[config.mk]
export PLATFORM = sky130hd
export DESIGN_NAME = pfms_pin_function_mode_select
export DESIGN_NICKNAME = d
export VERILOG_FILES = /design/src/pfms_pkg.sv /design/src/pfms_pin_function_mode_select.sv
export SDC_FILE = /design/constraint.sdc
export NUM_CORES = 1
export LEC_CHECK = 0
export BUFFER_PORTS_ARGS = -buffer_cell sky130_fd_sc_hd__buf_2
export CELL_PAD_IN_SITES_DETAIL_PLACEMENT = 2
export CELL_PAD_IN_SITES_GLOBAL_PLACEMENT = 2
export CORE_ASPECT_RATIO = 1.2
export CORE_MARGIN = 2
export CORE_UTILIZATION = 25
export CTS_CLUSTER_DIAMETER = 30
export CTS_CLUSTER_SIZE = 24
export DETAILED_ROUTE_END_ITERATION = 10
export PLACE_DENSITY = 0.63
export SYNTH_ARGS = -nofsm -noshare
export SYNTH_HDL_FRONTEND = slang
export SYNTH_SLANG_ARGS = --single-unit
[constraint.sdc]
create_clock -name i_sys_clk -period 3.55 [get_ports i_sys_clk]
set_input_delay 0.5325 -clock i_sys_clk [delete_from_list [all_inputs] [get_ports i_sys_clk]]
set_output_delay 0.5325 -clock i_sys_clk [all_outputs]
set_load 0.01 [all_outputs]
[src/pfms_pkg.sv]
package pfms_pkg;

    // Widths
    localparam int PFMS_ADDR_W = 8;
    localparam int PFMS_DATA_W = 32;
    localparam int PFMS_FLAG_W = 8;
    localparam int PFMS_STRAP_W = 4;
    localparam int PFMS_MEM_PIN_W = 16;
    localparam int PFMS_SP_PIN_W = 4;
    localparam int PFMS_IRQ_W = 6;
    localparam int PFMS_CTRL_W = 3;

    // Register offsets
    localparam logic [7:0] PFMS_SYS_CTRL_OFS = 8'h00;
    localparam logic [7:0] PFMS_FLAG_DIR_OFS = 8'h04;
    localparam logic [7:0] PFMS_FLAG_OUT_OFS = 8'h08;
    localparam logic [7:0] PFMS_FLAG_IN_OFS = 8'h0c;
    localparam logic [7:0] PFMS_IRQ_STAT_OFS = 8'h10;
    localparam logic [7:0] PFMS_IRQ_MASK_OFS = 8'h14;
    localparam logic [7:0] PFMS_MODE_STAT_OFS = 8'h18;

    // System control fields
    localparam int PFMS_CTRL_SP_ALT_BIT = 0;
    localparam int PFMS_CTRL_CFG_EDGE_BIT = 1;
    localparam int PFMS_CTRL_SP_EDGE_BIT = 2;

    // Flag and mode status register fields
    localparam int PFMS_SP_FLAG_BIT = 8;
    localparam int PFMS_CAPTURED_BIT = 4;

    // Strap fields
    localparam int PFMS_STRAP_MEM_MODE_BIT = 2;
    localparam logic PFMS_MEM_MODE_FULL = 1'b0;
    localparam logic PFMS_MEM_MODE_HOST = 1'b1;

    // Flag pin shared with each of the four flag interrupts
    localparam int PFMS_FLAG_EDGE_IRQ = 4;
    localparam int PFMS_FLAG_LVL_IRQ_0 = 5;
    localparam int PFMS_FLAG_LVL_IRQ_1 = 6;
    localparam int PFMS_FLAG_CFG_IRQ = 7;

    // Second serial port pin roles in alternate use
    localparam int PFMS_SP_IRQ0_PIN = 0;
    localparam int PFMS_SP_IRQ1_PIN = 1;
    localparam int PFMS_SP_FLAG_IN_PIN = 2;
    localparam int PFMS_SP_FLAG_OUT_PIN = 3;

    // Interrupt status bits
    localparam int PFMS_IRQ_EDGE = 0;
    localparam int PFMS_IRQ_LVL_0 = 1;
    localparam int PFMS_IRQ_LVL_1 = 2;
    localparam int PFMS_IRQ_CFG = 3;
    localparam int PFMS_IRQ_SP_0 = 4;
    localparam int PFMS_IRQ_SP_1 = 5;

    // Reset values
    localparam logic [2:0] PFMS_SYS_CTRL_RST = 3'h0;
    localparam logic [7:0] PFMS_FLAG_DIR_RST = 8'h00;
    localparam logic [8:0] PFMS_FLAG_OUT_RST = 9'h000;
    localparam logic [5:0] PFMS_IRQ_STAT_RST = 6'h00;
    localparam logic [5:0] PFMS_IRQ_MASK_RST = 6'h00;
    localparam logic [3:0] PFMS_STRAP_RST = 4'h0;

    // Boot sequencing
    typedef enum logic [1:0] {
        PFMS_ST_CAPTURE = 2'b01,
        PFMS_ST_RUN = 2'b10
    } pfms_state_type;

endpackage : pfms_pkg

[src/pfms_pin_function_mode_select.sv]
// What this block does
// - Bus pin function fixed at reset only
// - Serial pins reconfigurable by software anytime
// - Shared pins keep flag and interrupt
// - Enabled interrupt fires from external or own drive
// - Boot straps sampled at reset, then flags
// - Control field picks serial or irq/flag use
// - Memory mode from captured strap, never changes
// - Full mode byte DMA, host mode host DMA
// - Each shared memory pin carries one signal
// - Edge, level and configurable interrupt detection
// - Strap zero full mode, one host mode
//
// Local design decisions: the APB interface to the registers and the register offsets.
`timescale 1ns/1ps

module pfms_pin_function_mode_select
    import pfms_pkg::*;
(
    // Clock, reset, enable
    input wire logic i_sys_clk,
    input wire logic i_rst_n,
    input wire logic i_clk_en,
    // APB slave
    input wire logic i_psel,
    input wire logic i_penable,
    input wire logic i_pwrite,
    input wire logic [7:0] i_paddr,
    input wire logic [31:0] i_pwdata,
    output logic [31:0] o_prdata,
    output logic o_pready,
    output logic o_pslverr,
    // General flag pins, low four double as boot straps
    input wire logic [7:0] i_gp_flag_in,
    output logic [7:0] o_gp_flag_out,
    output logic [7:0] o_gp_flag_oe,
    // Second serial port pins
    input wire logic [3:0] i_sp_pin_in,
    output logic [3:0] o_sp_pin_out,
    output logic [3:0] o_sp_pin_oe,
    // Second serial port core side
    input wire logic [3:0] i_sport_out,
    input wire logic [3:0] i_sport_oe,
    output logic [3:0] o_sport_in,
    // Shared memory interface pins
    input wire logic [15:0] i_mem_pin_in,
    output logic [15:0] o_mem_pin_out,
    output logic [15:0] o_mem_pin_oe,
    // Full memory mode bus core side
    input wire logic [15:0] i_full_bus_out,
    input wire logic [15:0] i_full_bus_oe,
    output logic [15:0] o_full_bus_in,
    // Host port core side
    input wire logic [15:0] i_host_port_out,
    input wire logic [15:0] i_host_port_oe,
    output logic [15:0] o_host_port_in,
    // Mode and interrupt outputs
    output logic o_byte_dma_en,
    output logic o_host_internal_dma_en,
    output logic o_boot_done,
    output logic [3:0] o_boot_mode,
    output logic o_irq
);

    localparam int PIN_W = PFMS_FLAG_W + PFMS_SP_PIN_W + PFMS_MEM_PIN_W;

    pfms_state_type state_reg;
    pfms_state_type state_next;
    logic [PIN_W-1:0] pin_meta;
    logic [PIN_W-1:0] pin_sync;
    logic [7:0] flag_sync;
    logic [3:0] sp_sync;
    logic [15:0] mem_sync;
    logic [3:0] strap_reg;
    logic [2:0] sys_ctrl_reg;
    logic [7:0] flag_dir_reg;
    logic [8:0] flag_out_reg;
    logic [5:0] irq_stat_reg;
    logic [5:0] irq_stat_next;
    logic [5:0] interrupt_enable_mask_reg;
    logic [5:0] irq_prev_n_reg;
    logic [5:0] irq_lvl_n;
    logic [5:0] irq_edge_mode;
    logic [5:0] irq_hit;
    logic [5:0] irq_clear;
    logic [7:0] flag_level;
    logic [31:0] prdata_reg;
    logic pslverr_reg;
    logic sp_alt;
    logic host_mode;
    logic apb_setup;
    logic apb_access;
    logic apb_wr;
    logic addr_hit;
    logic [3:0] sp_out_reg;
    logic [3:0] sp_oe_reg;
    logic [3:0] sport_in_reg;
    logic [15:0] mem_out_reg;
    logic [15:0] mem_oe_reg;
    logic [15:0] full_in_reg;
    logic [15:0] host_in_reg;
    logic irq_reg;

    // Interrupt detector: edge or active-low level
    function automatic logic irq_detect(input logic lvl_n,
                                        input logic prev_n,
                                        input logic edge_mode);
        irq_detect = edge_mode ? (prev_n & ~lvl_n) : ~lvl_n;
    endfunction : irq_detect

    // Register map decode
    function automatic logic addr_mapped(input logic [7:0] addr);
        case (addr)
            PFMS_SYS_CTRL_OFS,
            PFMS_FLAG_DIR_OFS,
            PFMS_FLAG_OUT_OFS,
            PFMS_FLAG_IN_OFS,
            PFMS_IRQ_STAT_OFS,
            PFMS_IRQ_MASK_OFS,
            PFMS_MODE_STAT_OFS: addr_mapped = 1'b1;
            default: addr_mapped = 1'b0;
        endcase
    endfunction : addr_mapped

    // Pin synchroniser, unreset so straps are tracked during reset
    always_ff @(posedge i_sys_clk) begin
        if (i_clk_en) begin
            pin_meta <= {i_mem_pin_in, i_sp_pin_in, i_gp_flag_in};
            pin_sync <= pin_meta;
        end
    end

    assign flag_sync = pin_sync[7:0];
    assign sp_sync = pin_sync[11:8];
    assign mem_sync = pin_sync[27:12];

    // Boot sequencing
    always_comb begin
        case (state_reg)
            PFMS_ST_CAPTURE: state_next = PFMS_ST_RUN;
            PFMS_ST_RUN: state_next = PFMS_ST_RUN;
            default: state_next = PFMS_ST_CAPTURE;
        endcase
    end

    always_ff @(posedge i_sys_clk or negedge i_rst_n) begin
        if (!i_rst_n) begin
            state_reg <= PFMS_ST_CAPTURE;
        end else if (i_clk_en) begin
            state_reg <= state_next;
        end
    end

    // Strap capture at first edge after reset release
    always_ff @(posedge i_sys_clk or negedge i_rst_n) begin
        if (!i_rst_n) begin
            strap_reg <= PFMS_STRAP_RST;
        end else if (i_clk_en && state_reg == PFMS_ST_CAPTURE) begin
            strap_reg <= flag_sync[3:0];
        end
    end

    assign host_mode = (strap_reg[PFMS_STRAP_MEM_MODE_BIT]
                        == PFMS_MEM_MODE_HOST);
    assign sp_alt = sys_ctrl_reg[PFMS_CTRL_SP_ALT_BIT];

    // APB decode
    assign apb_setup = i_psel & ~i_penable;
    assign apb_access = i_psel & i_penable & i_clk_en;
    assign apb_wr = apb_access & i_pwrite & addr_hit;
    assign addr_hit = addr_mapped(i_paddr);
    assign o_pready = i_clk_en;
    assign o_prdata = prdata_reg;
    assign o_pslverr = pslverr_reg & i_psel & i_penable;

    // System control
    always_ff @(posedge i_sys_clk or negedge i_rst_n) begin
        if (!i_rst_n) begin
            sys_ctrl_reg <= PFMS_SYS_CTRL_RST;
        end else if (apb_wr && i_paddr == PFMS_SYS_CTRL_OFS) begin
            sys_ctrl_reg <= i_pwdata[2:0];
        end
    end

    // Flag direction and output data
    always_ff @(posedge i_sys_clk or negedge i_rst_n) begin
        if (!i_rst_n) begin
            flag_dir_reg <= PFMS_FLAG_DIR_RST;
            flag_out_reg <= PFMS_FLAG_OUT_RST;
        end else if (apb_wr) begin
            if (i_paddr == PFMS_FLAG_DIR_OFS) begin
                flag_dir_reg <= i_pwdata[7:0];
            end
            if (i_paddr == PFMS_FLAG_OUT_OFS) begin
                flag_out_reg <= i_pwdata[8:0];
            end
        end
    end

    // Flag pins, straps undriven until capture done
    always_comb begin
        o_gp_flag_out = flag_out_reg[7:0];
        o_gp_flag_oe = flag_dir_reg;
        if (state_reg != PFMS_ST_RUN) begin
            o_gp_flag_oe = 8'h00;
        end
    end

    // Driven pins read back own level
    assign flag_level = (o_gp_flag_oe & flag_out_reg[7:0])
                        | (~o_gp_flag_oe & flag_sync);

    // Interrupt request levels, active low
    always_comb begin
        irq_lvl_n = 6'h3f;
        irq_lvl_n[PFMS_IRQ_EDGE] = flag_level[PFMS_FLAG_EDGE_IRQ];
        irq_lvl_n[PFMS_IRQ_LVL_0] = flag_level[PFMS_FLAG_LVL_IRQ_0];
        irq_lvl_n[PFMS_IRQ_LVL_1] = flag_level[PFMS_FLAG_LVL_IRQ_1];
        irq_lvl_n[PFMS_IRQ_CFG] = flag_level[PFMS_FLAG_CFG_IRQ];
        if (sp_alt) begin
            irq_lvl_n[PFMS_IRQ_SP_0] = sp_sync[PFMS_SP_IRQ0_PIN];
            irq_lvl_n[PFMS_IRQ_SP_1] = sp_sync[PFMS_SP_IRQ1_PIN];
        end
    end

    // Detection mode per source
    always_comb begin
        irq_edge_mode = 6'h00;
        irq_edge_mode[PFMS_IRQ_EDGE] = 1'b1;
        irq_edge_mode[PFMS_IRQ_CFG] = sys_ctrl_reg[PFMS_CTRL_CFG_EDGE_BIT];
        irq_edge_mode[PFMS_IRQ_SP_0] = sys_ctrl_reg[PFMS_CTRL_SP_EDGE_BIT];
        irq_edge_mode[PFMS_IRQ_SP_1] = sys_ctrl_reg[PFMS_CTRL_SP_EDGE_BIT];
    end

    always_comb begin
        for (int i = 0; i < PFMS_IRQ_W; i++) begin
            irq_hit[i] = irq_detect(irq_lvl_n[i], irq_prev_n_reg[i],
                                    irq_edge_mode[i]);
        end
    end

    always_ff @(posedge i_sys_clk or negedge i_rst_n) begin
        if (!i_rst_n) begin
            irq_prev_n_reg <= 6'h3f;
        end else if (i_clk_en) begin
            irq_prev_n_reg <= irq_lvl_n;
        end
    end

    // Sticky status, write one to clear, set wins
    assign irq_clear = (apb_wr && i_paddr == PFMS_IRQ_STAT_OFS)
                       ? i_pwdata[5:0] : 6'h00;
    assign irq_stat_next = (irq_stat_reg & ~irq_clear) | irq_hit;

    always_ff @(posedge i_sys_clk or negedge i_rst_n) begin
        if (!i_rst_n) begin
            irq_stat_reg <= PFMS_IRQ_STAT_RST;
        end else if (i_clk_en && state_reg == PFMS_ST_RUN) begin
            irq_stat_reg <= irq_stat_next;
        end
    end

    // Interrupt enable mask
    always_ff @(posedge i_sys_clk or negedge i_rst_n) begin
        if (!i_rst_n) begin
            interrupt_enable_mask_reg <= PFMS_IRQ_MASK_RST;
        end else if (apb_wr && i_paddr == PFMS_IRQ_MASK_OFS) begin
            interrupt_enable_mask_reg <= i_pwdata[5:0];
        end
    end

    always_ff @(posedge i_sys_clk or negedge i_rst_n) begin
        if (!i_rst_n) begin
            irq_reg <= 1'b0;
        end else if (i_clk_en) begin
            irq_reg <= |(irq_stat_next & interrupt_enable_mask_reg);
        end
    end

    assign o_irq = irq_reg;

    // Read data, loaded in setup cycle
    always_ff @(posedge i_sys_clk or negedge i_rst_n) begin
        if (!i_rst_n) begin
            prdata_reg <= 32'h0000_0000;
            pslverr_reg <= 1'b0;
        end else if (i_clk_en && apb_setup) begin
            pslverr_reg <= ~addr_hit;
            prdata_reg <= 32'h0000_0000;
            case (i_paddr)
                PFMS_SYS_CTRL_OFS: prdata_reg[2:0] <= sys_ctrl_reg;
                PFMS_FLAG_DIR_OFS: prdata_reg[7:0] <= flag_dir_reg;
                PFMS_FLAG_OUT_OFS: prdata_reg[8:0] <= flag_out_reg;
                PFMS_FLAG_IN_OFS: begin
                    prdata_reg[7:0] <= flag_level;
                    prdata_reg[PFMS_SP_FLAG_BIT] <=
                        sp_alt & sp_sync[PFMS_SP_FLAG_IN_PIN];
                end
                PFMS_IRQ_STAT_OFS: prdata_reg[5:0] <= irq_stat_reg;
                PFMS_IRQ_MASK_OFS: begin
                    prdata_reg[5:0] <= interrupt_enable_mask_reg;
                end
                PFMS_MODE_STAT_OFS: begin
                    prdata_reg[3:0] <= strap_reg;
                    prdata_reg[PFMS_CAPTURED_BIT] <=
                        (state_reg == PFMS_ST_RUN);
                end
                default: prdata_reg <= 32'h0000_0000;
            endcase
        end
    end

    // Second serial port pin mux, switchable at run time
    always_ff @(posedge i_sys_clk or negedge i_rst_n) begin
        if (!i_rst_n) begin
            sp_out_reg <= 4'h0;
            sp_oe_reg <= 4'h0;
            sport_in_reg <= 4'h0;
        end else if (i_clk_en) begin
            if (sp_alt) begin
                sp_out_reg <= 4'h0;
                sp_out_reg[PFMS_SP_FLAG_OUT_PIN] <=
                    flag_out_reg[PFMS_SP_FLAG_BIT];
                sp_oe_reg <= 4'h0;
                sp_oe_reg[PFMS_SP_FLAG_OUT_PIN] <= 1'b1;
                sport_in_reg <= 4'h0;
            end else begin
                sp_out_reg <= i_sport_out;
                sp_oe_reg <= i_sport_oe;
                sport_in_reg <= sp_sync;
            end
        end
    end

    assign o_sp_pin_out = sp_out_reg;
    assign o_sp_pin_oe = sp_oe_reg;
    assign o_sport_in = sport_in_reg;

    // Shared memory pin mux from held mode
    always_ff @(posedge i_sys_clk or negedge i_rst_n) begin
        if (!i_rst_n) begin
            mem_out_reg <= 16'h0000;
            mem_oe_reg <= 16'h0000;
            full_in_reg <= 16'h0000;
            host_in_reg <= 16'h0000;
        end else if (i_clk_en) begin
            if (state_reg != PFMS_ST_RUN) begin
                mem_out_reg <= 16'h0000;
                mem_oe_reg <= 16'h0000;
                full_in_reg <= 16'h0000;
                host_in_reg <= 16'h0000;
            end else if (host_mode) begin
                mem_out_reg <= i_host_port_out;
                mem_oe_reg <= i_host_port_oe;
                full_in_reg <= 16'h0000;
                host_in_reg <= mem_sync;
            end else begin
                mem_out_reg <= i_full_bus_out;
                mem_oe_reg <= i_full_bus_oe;
                full_in_reg <= mem_sync;
                host_in_reg <= 16'h0000;
            end
        end
    end

    assign o_mem_pin_out = mem_out_reg;
    assign o_mem_pin_oe = mem_oe_reg;
    assign o_full_bus_in = full_in_reg;
    assign o_host_port_in = host_in_reg;

    // Mode enables follow captured strap, gated by boot done
    assign o_byte_dma_en = (state_reg == PFMS_ST_RUN) & ~host_mode;
    assign o_host_internal_dma_en = (state_reg == PFMS_ST_RUN)
                                    & host_mode;
    assign o_boot_done = (state_reg == PFMS_ST_RUN);
    assign o_boot_mode = strap_reg;

endmodule : pfms_pin_function_mode_select

Word-level counts from Yosys, hierarchy flattened:

Cells that the tools add are included.

* flip-flop bits (word level): 187
* word-level logic and storage cells: 96

* eq/ne operators: 9
* mux-type cells: 24
* bitwise logic cells: 31
* reduce and logical (&&, ||, !) cells: 12

Operators with widths (count)
* 16-bit two-way mux: 8
* 8-bit by 5-bit equality test with 1-bit output (second input constant): 3
* 3-bit one-hot mux with 7 select lines: 1
* 8-bit AND: 2
* 8-bit by 4-bit equality test with 1-bit output (second input constant): 2
* 1-bit AND: 14
* 6-bit AND: 2
* 4-bit two-way mux: 3
* 2-bit one-hot mux with 6 select lines: 1
* 1-bit NOT: 9
* 8-bit by 3-bit equality test with 1-bit output (second input constant): 1
* 8-bit logical NOT: 1
* 8-bit two-way mux: 1
* 8-bit NOT: 1
* 8-bit OR: 1
* 7-bit OR reduction: 1
* 1-bit logical AND: 6
* 6-bit two-way mux: 1
* 6-bit NOT: 1
* 6-bit OR: 1
* 2-bit one-hot mux with 3 select lines: 1
* 6-bit OR reduction: 1
* 1-bit one-hot mux with 5 select lines: 1
* 1-bit two-way mux: 4
* 7 further kinds: 9

Longest topological paths before layout:

* depth in word-level cells: 11
* mapped depth: 9
* gate-level depth less buffers: 7

Worst setup path before layout:

No wires, ideal clock.

* path kind: register to output
* start: register state_reg[0]
* end: output port o_host_internal_dma_en
* data arrival time: 1.740 ns
* data required time: 3.017 ns
* setup slack: 1.277 ns
* cell stages (with the launch flop): 8
* cells stage by stage: dfstp_2 inv_1 ha_1 clkbuf_1 clkbuf_1 nand2_1 clkbuf_1 inv_1

* cells in the longest elaborated chain, start to end: 2

RTL lines
* start: declaration: line pfms_pin_function_mode_select.sv:67 `pfms_state_type state_reg;`
* start signal: assignment: line pfms_pin_function_mode_select.sv:150 `state_reg <= state_next;`
* 2-bit equality test
* named net o_boot_done: line pfms_pin_function_mode_select.sv:60 `output logic o_boot_done,`
* 1-bit AND: line pfms_pin_function_mode_select.sv:374 `& host_mode;`
* end: declaration: line pfms_pin_function_mode_select.sv:59 `output logic o_host_internal_dma_en,`

The timed path passes the listed nets, and every way through them passes these cells.

Worst setup path in the final report:

* start: register state_reg[0]
* end: output port o_gp_flag_oe[3]

* cells in the longest elaborated chain, start to end: 2

RTL lines
* 2-bit != test: line pfms_pin_function_mode_select.sv:204 `if (state_reg != PFMS_ST_RUN) begin`
* 8-bit two-way mux: line pfms_pin_function_mode_select.sv:204
* end: declaration: line pfms_pin_function_mode_select.sv:36 `output logic [7:0] o_gp_flag_oe,`

No other way between the ends.

==> summary.md <==
| Metric | Value |
|---|---|
| Final setup skew | `10.64 ps` |
| Largest regs | `pin_meta x28, pin_sync x28` |
| Run status | `completed` |
| Drc violations | `0` |
| Post-CTS setup-driven buffer insertion count | `0` |
| Distinct cells, synth | `53` |
| Post-synthesis instance area | `around 8000 um2` |
| Maximum number of pins on one net before global-route repair | `100` |
| Critical path arrival | `around 2200 ps` |
| Switching part of the total power | `approximately a third` |
| Pwr dens | `625.3 nW/um2` |
| Hold_buf cts | `0` |
| Final critical-path share of the clock period | `75.67%` |
| Cell types occupying the most area after synthesis | `dfrtp_1 39%, edfxtp_1 21%, o2bb2ai_1 7.7%` |
| Initial antenna violation count | `1` |
| Clock power share | `roughly 33%` |
| Std-Cell Core Area | `between 30000 and 40000 um2` |
| Max Cap Violations | `0` |
| Count of vias placed by the detailed router | `slightly below 6k` |
| Leakage | `4.646 nW` |
| First-pass GRT wire length | `38340 um` |
| Sequential group share of total power | `44.8%` |
| Number of buffers on the longest clock path | `2` |
| Width of the die | `166.1 um` |
| Total GRT Usage | `15.07%` |
| Combinational power share | `22.5%` |
| Worst relative slew slack | `between 30% and 40%` |
| Peak ir drop on the vdd network | `around 0.26 mV` |
| Number of placed I/O pins | `280` |
| Top cell type by total area after synthesis | `dfrtp_1` |
| Switching power | `0.001980 W` |
| Total wirelength of the detailed-routed design | `24650 um` |
| Detail Route Antenna Nets | `0` |
| Type of the setup path with the least slack | `flop to output port` |
| Filler instances | `3350` |
| Max stage delay on crit path | `between 600 and 700 ps` |
| Startpoint type of the worst setup path | `flop` |
| Async set-or-reset flop fraction in the synthesized netlist | `69.73%` |
| Number of instances in the synthesized netlist | `604` |
| Minimum period implied by the final worst setup slack | `2686 ps` |
| Max-slew violations | `0` |
| Share of the synthesized area in the top cell type | `39.35%` |
| Slew @ Worst Pin | `969.8 ps` |
| Maximum net fanout on the critical path | `14` |
| Weighted congestion at the end of routability-driven global placement | `0.7713` |
| CTS resizes | `0` |
| Final count of negative-setup-slack endpoints | `0` |
| Accumulated negative setup slack | `0 ps` |
| Number of warnings reported in the yosys synthesis log | `0` |
| Via/cell ratio | `4.687` |
| Flop and latch count out of synthesis | `185` |
| CTS root buf | `clkbuf_16` |
| Fmax | `between 300 and 400 MHz` |
| Synthesized area per cell | `between 10 and 15 um2` |
| Vias in the first global route | `6309` |
| Min-delay worst type | `input port to asynchronous set/reset pin` |
| Number of failing hold endpoints at the final stage | `0` |
| Average detailed-routed wire length per instance | `19.83 um` |
| Worst-skew pair later-pin latency | `440 ps` |
| Height of the die | `between 150 and 200 um` |
| 1st-iter DRT viols | `about 190` |
| Post-DP HPWL | `17660 um` |
| Clock sink count | `about 190` |
| Series of cell instances along the critical path | `inv_1 -> ha_1 -> buf_4 -> and2_1 -> buf_2` |
| Share of synthesized area occupied by flip-flops and latches | `62.34%` |
| Minimum hold slack | `238.3 ps` |
| H-tree depth | `4` |
| Global route overflow | `0` |
| R2r worst-path depth | `8` |
| Final nets | `977` |
| Buffers plus inverters on the worst setup path | `3` |
| Max stage delay cell, worst path | `ha_1` |
| TritonCTS Buffers | `17` |
| RSZ-0062 raised after global routing | `false` |
| Initial core utilization | `25.29%` |
| Kind of cell adding the most delay to the critical path | `adder cells` |
| Register clock-pin slew on the reported worst setup and hold paths | `about 80 ps` |
| TritonCTS clock tree | `yes` |
| Number of enable-type register cells in the synthesized netlist | `between 50 and 60` |
| Area grow syn2layout | `27.23%` |
| FP Rows | `71` |
| Post-synth top flop | `dfrtp_1` |
| Post-placement cell count | `1211` |
| Antenna diode instance count | `0` |
| Worst path depth | `5` |
| Die area | `32990 um2` |
| Port bufs | `233` |
| Internal power contribution | `0.004294 W` |
| Kind of capture point of the worst setup path | `output port` |
| Layout Cells excl Fill | `1243` |
| Initial DRT Pass Iterations | `4` |
| Fraction of layout cells with a size suffix above 1 | `38.36%` |
| Data required time at the worst endpoint | `3020 ps` |
-- Yosys cell counts (all sizes together) (3+ instances only) --
cell     instances
dfrtp          124
o2bb2ai         69
edfxtp          56
nand2           45
buf             42
mux2i           38
mux2            31
clkbuf          24
o21ai           19
inv             17
nor2            15
a21oi           14
nand3           13
nand3b          11
nand4           10
and2             8
nor3             6
a221oi           5
dfstp            5
a21boi           4
a22o             4
a31oi            4
and3             3
and4             3
nand2b           3
nor2b            3
nor4b            3
o2111ai          3
-- layout make-up --
class	instances	area [um2]	area share, %
tap	401	501.7	5.001
timing repair buffer	250	1315	13.11
clock buffer	19	442.9	4.415
inverter	17	63.81	0.6360
sequential	185	4917	49.01
multi-input combinational	358	2614	26.05
clock inverter	13	178.9	1.783
-- kinds of logic (layout without fill, tap and decap cells) --
family	Yosys count	after routing	share of synthesized area [%]
DFF	185	185	62.34
AOI/OAI and AO/OA	136	136	13.28
and+or+nand+nor	128	128	8.774
buffers and inverters	83	299	5.569
muxes	69	69	9.678
adders and majority gates	2	2	0.3173
other	1	23	0.04755
-- per-stage QoR --
step	power (W)	util, %	cell area (um2)	setup WS [ps]
final	0.006274	32.18	10030	863.5
after global routing	0.006634	32.18	10030	714.2
after CTS	0.006401	32.18	10030	819.1
after detailed placement	0.004304	30.18	9412	1037
after global placement	0.004255	30.18	9412	1119
after floorplan	0.003557	-	7969	1277
-- power groups by stage --
stage	Combinational [W]	Clock, W	Sequential [W]
floorplan	0.000669	0	0.00289
global placement	0.00142	0	0.00284
detailed placement	0.00145	0	0.00285
CTS	0.00145	0.00213	0.00282
global route	0.00156	0.00221	0.00287
finish	0.00141	0.00205	0.00281
-- metal layers --
layer / share of wire, % / vias to the layer above / GRT usage, %
met2: 50 / 162 / 25.88
met5: 0 / - / 0
li1: - / 2647 / -
met3: 5.4 / 22 / 4.039
met4: 1.1 / 0 / 3.639
met1: 43 / 2995 / 18.94
-- worst reg2reg max path: cells and delay by family (launching register included) --
family | cells | cell delay (ps)
compound gates | 3 | 760
fa+ha+maj | 1 | 450
buf+inv | 2 | 360
flops | 1 | 540
simple gates | 2 | 240
-- final timing paths --
kind | to | slack [ps] | from
worst max-delay path | o_gp_flag_oe[3] | 860 | state_reg[0]$_DFFE_PN1P_
worst min-delay path | o_sp_pin_oe[3]$_DFFE_PN0P_ | 240 | i_rst_n
worst max register to register | o_irq$_DFFE_PN0P_ | 1060 | state_reg[0]$_DFFE_PN1P_
worst min register to register | pin_sync[12]$_DFFE_PP_ | 420 | pin_meta[12]$_DFFE_PP_
max in group asynchronous | o_mem_pin_oe[2]$_DFFE_PN0P_ | 2490 | i_rst_n
min in group i_sys_clk | pin_meta[15]$_DFFE_PP_ | 270 | i_mem_pin_in[3]
-- placed cells by master, fill, tap and decap left out, types with 4 or more instances in the layout --
| cell type | synthesis | layout |
|---|---|---|
| mux2i_1 | 38 | 38 |
| nand4_1 | 10 | 10 |
| nand3b_1 | 11 | 11 |
| dfstp_2 | 5 | 5 |
| inv_6 | 0 | 7 |
| nor3_1 | 5 | 5 |
| buf_4 | 32 | 17 |
| a221oi_1 | 5 | 5 |
| clkbuf_16 | 0 | 17 |
| a21oi_1 | 14 | 14 |
| mux2_4 | 9 | 9 |
| inv_1 | 16 | 16 |
| dfrtp_1 | 124 | 123 |
| o21ai_0 | 19 | 19 |
| buf_2 | 6 | 231 |
| a31oi_1 | 4 | 4 |
| nand2_1 | 44 | 44 |
| a22o_1 | 4 | 4 |
| nand3_1 | 13 | 13 |
| o2bb2ai_1 | 69 | 69 |
| nor2_1 | 15 | 15 |
| mux2_2 | 22 | 22 |
| conb_1 | 1 | 23 |
| and2_1 | 8 | 8 |
| a21boi_0 | 4 | 4 |
| edfxtp_1 | 56 | 56 |
Power figures use the tool's default switching activity.
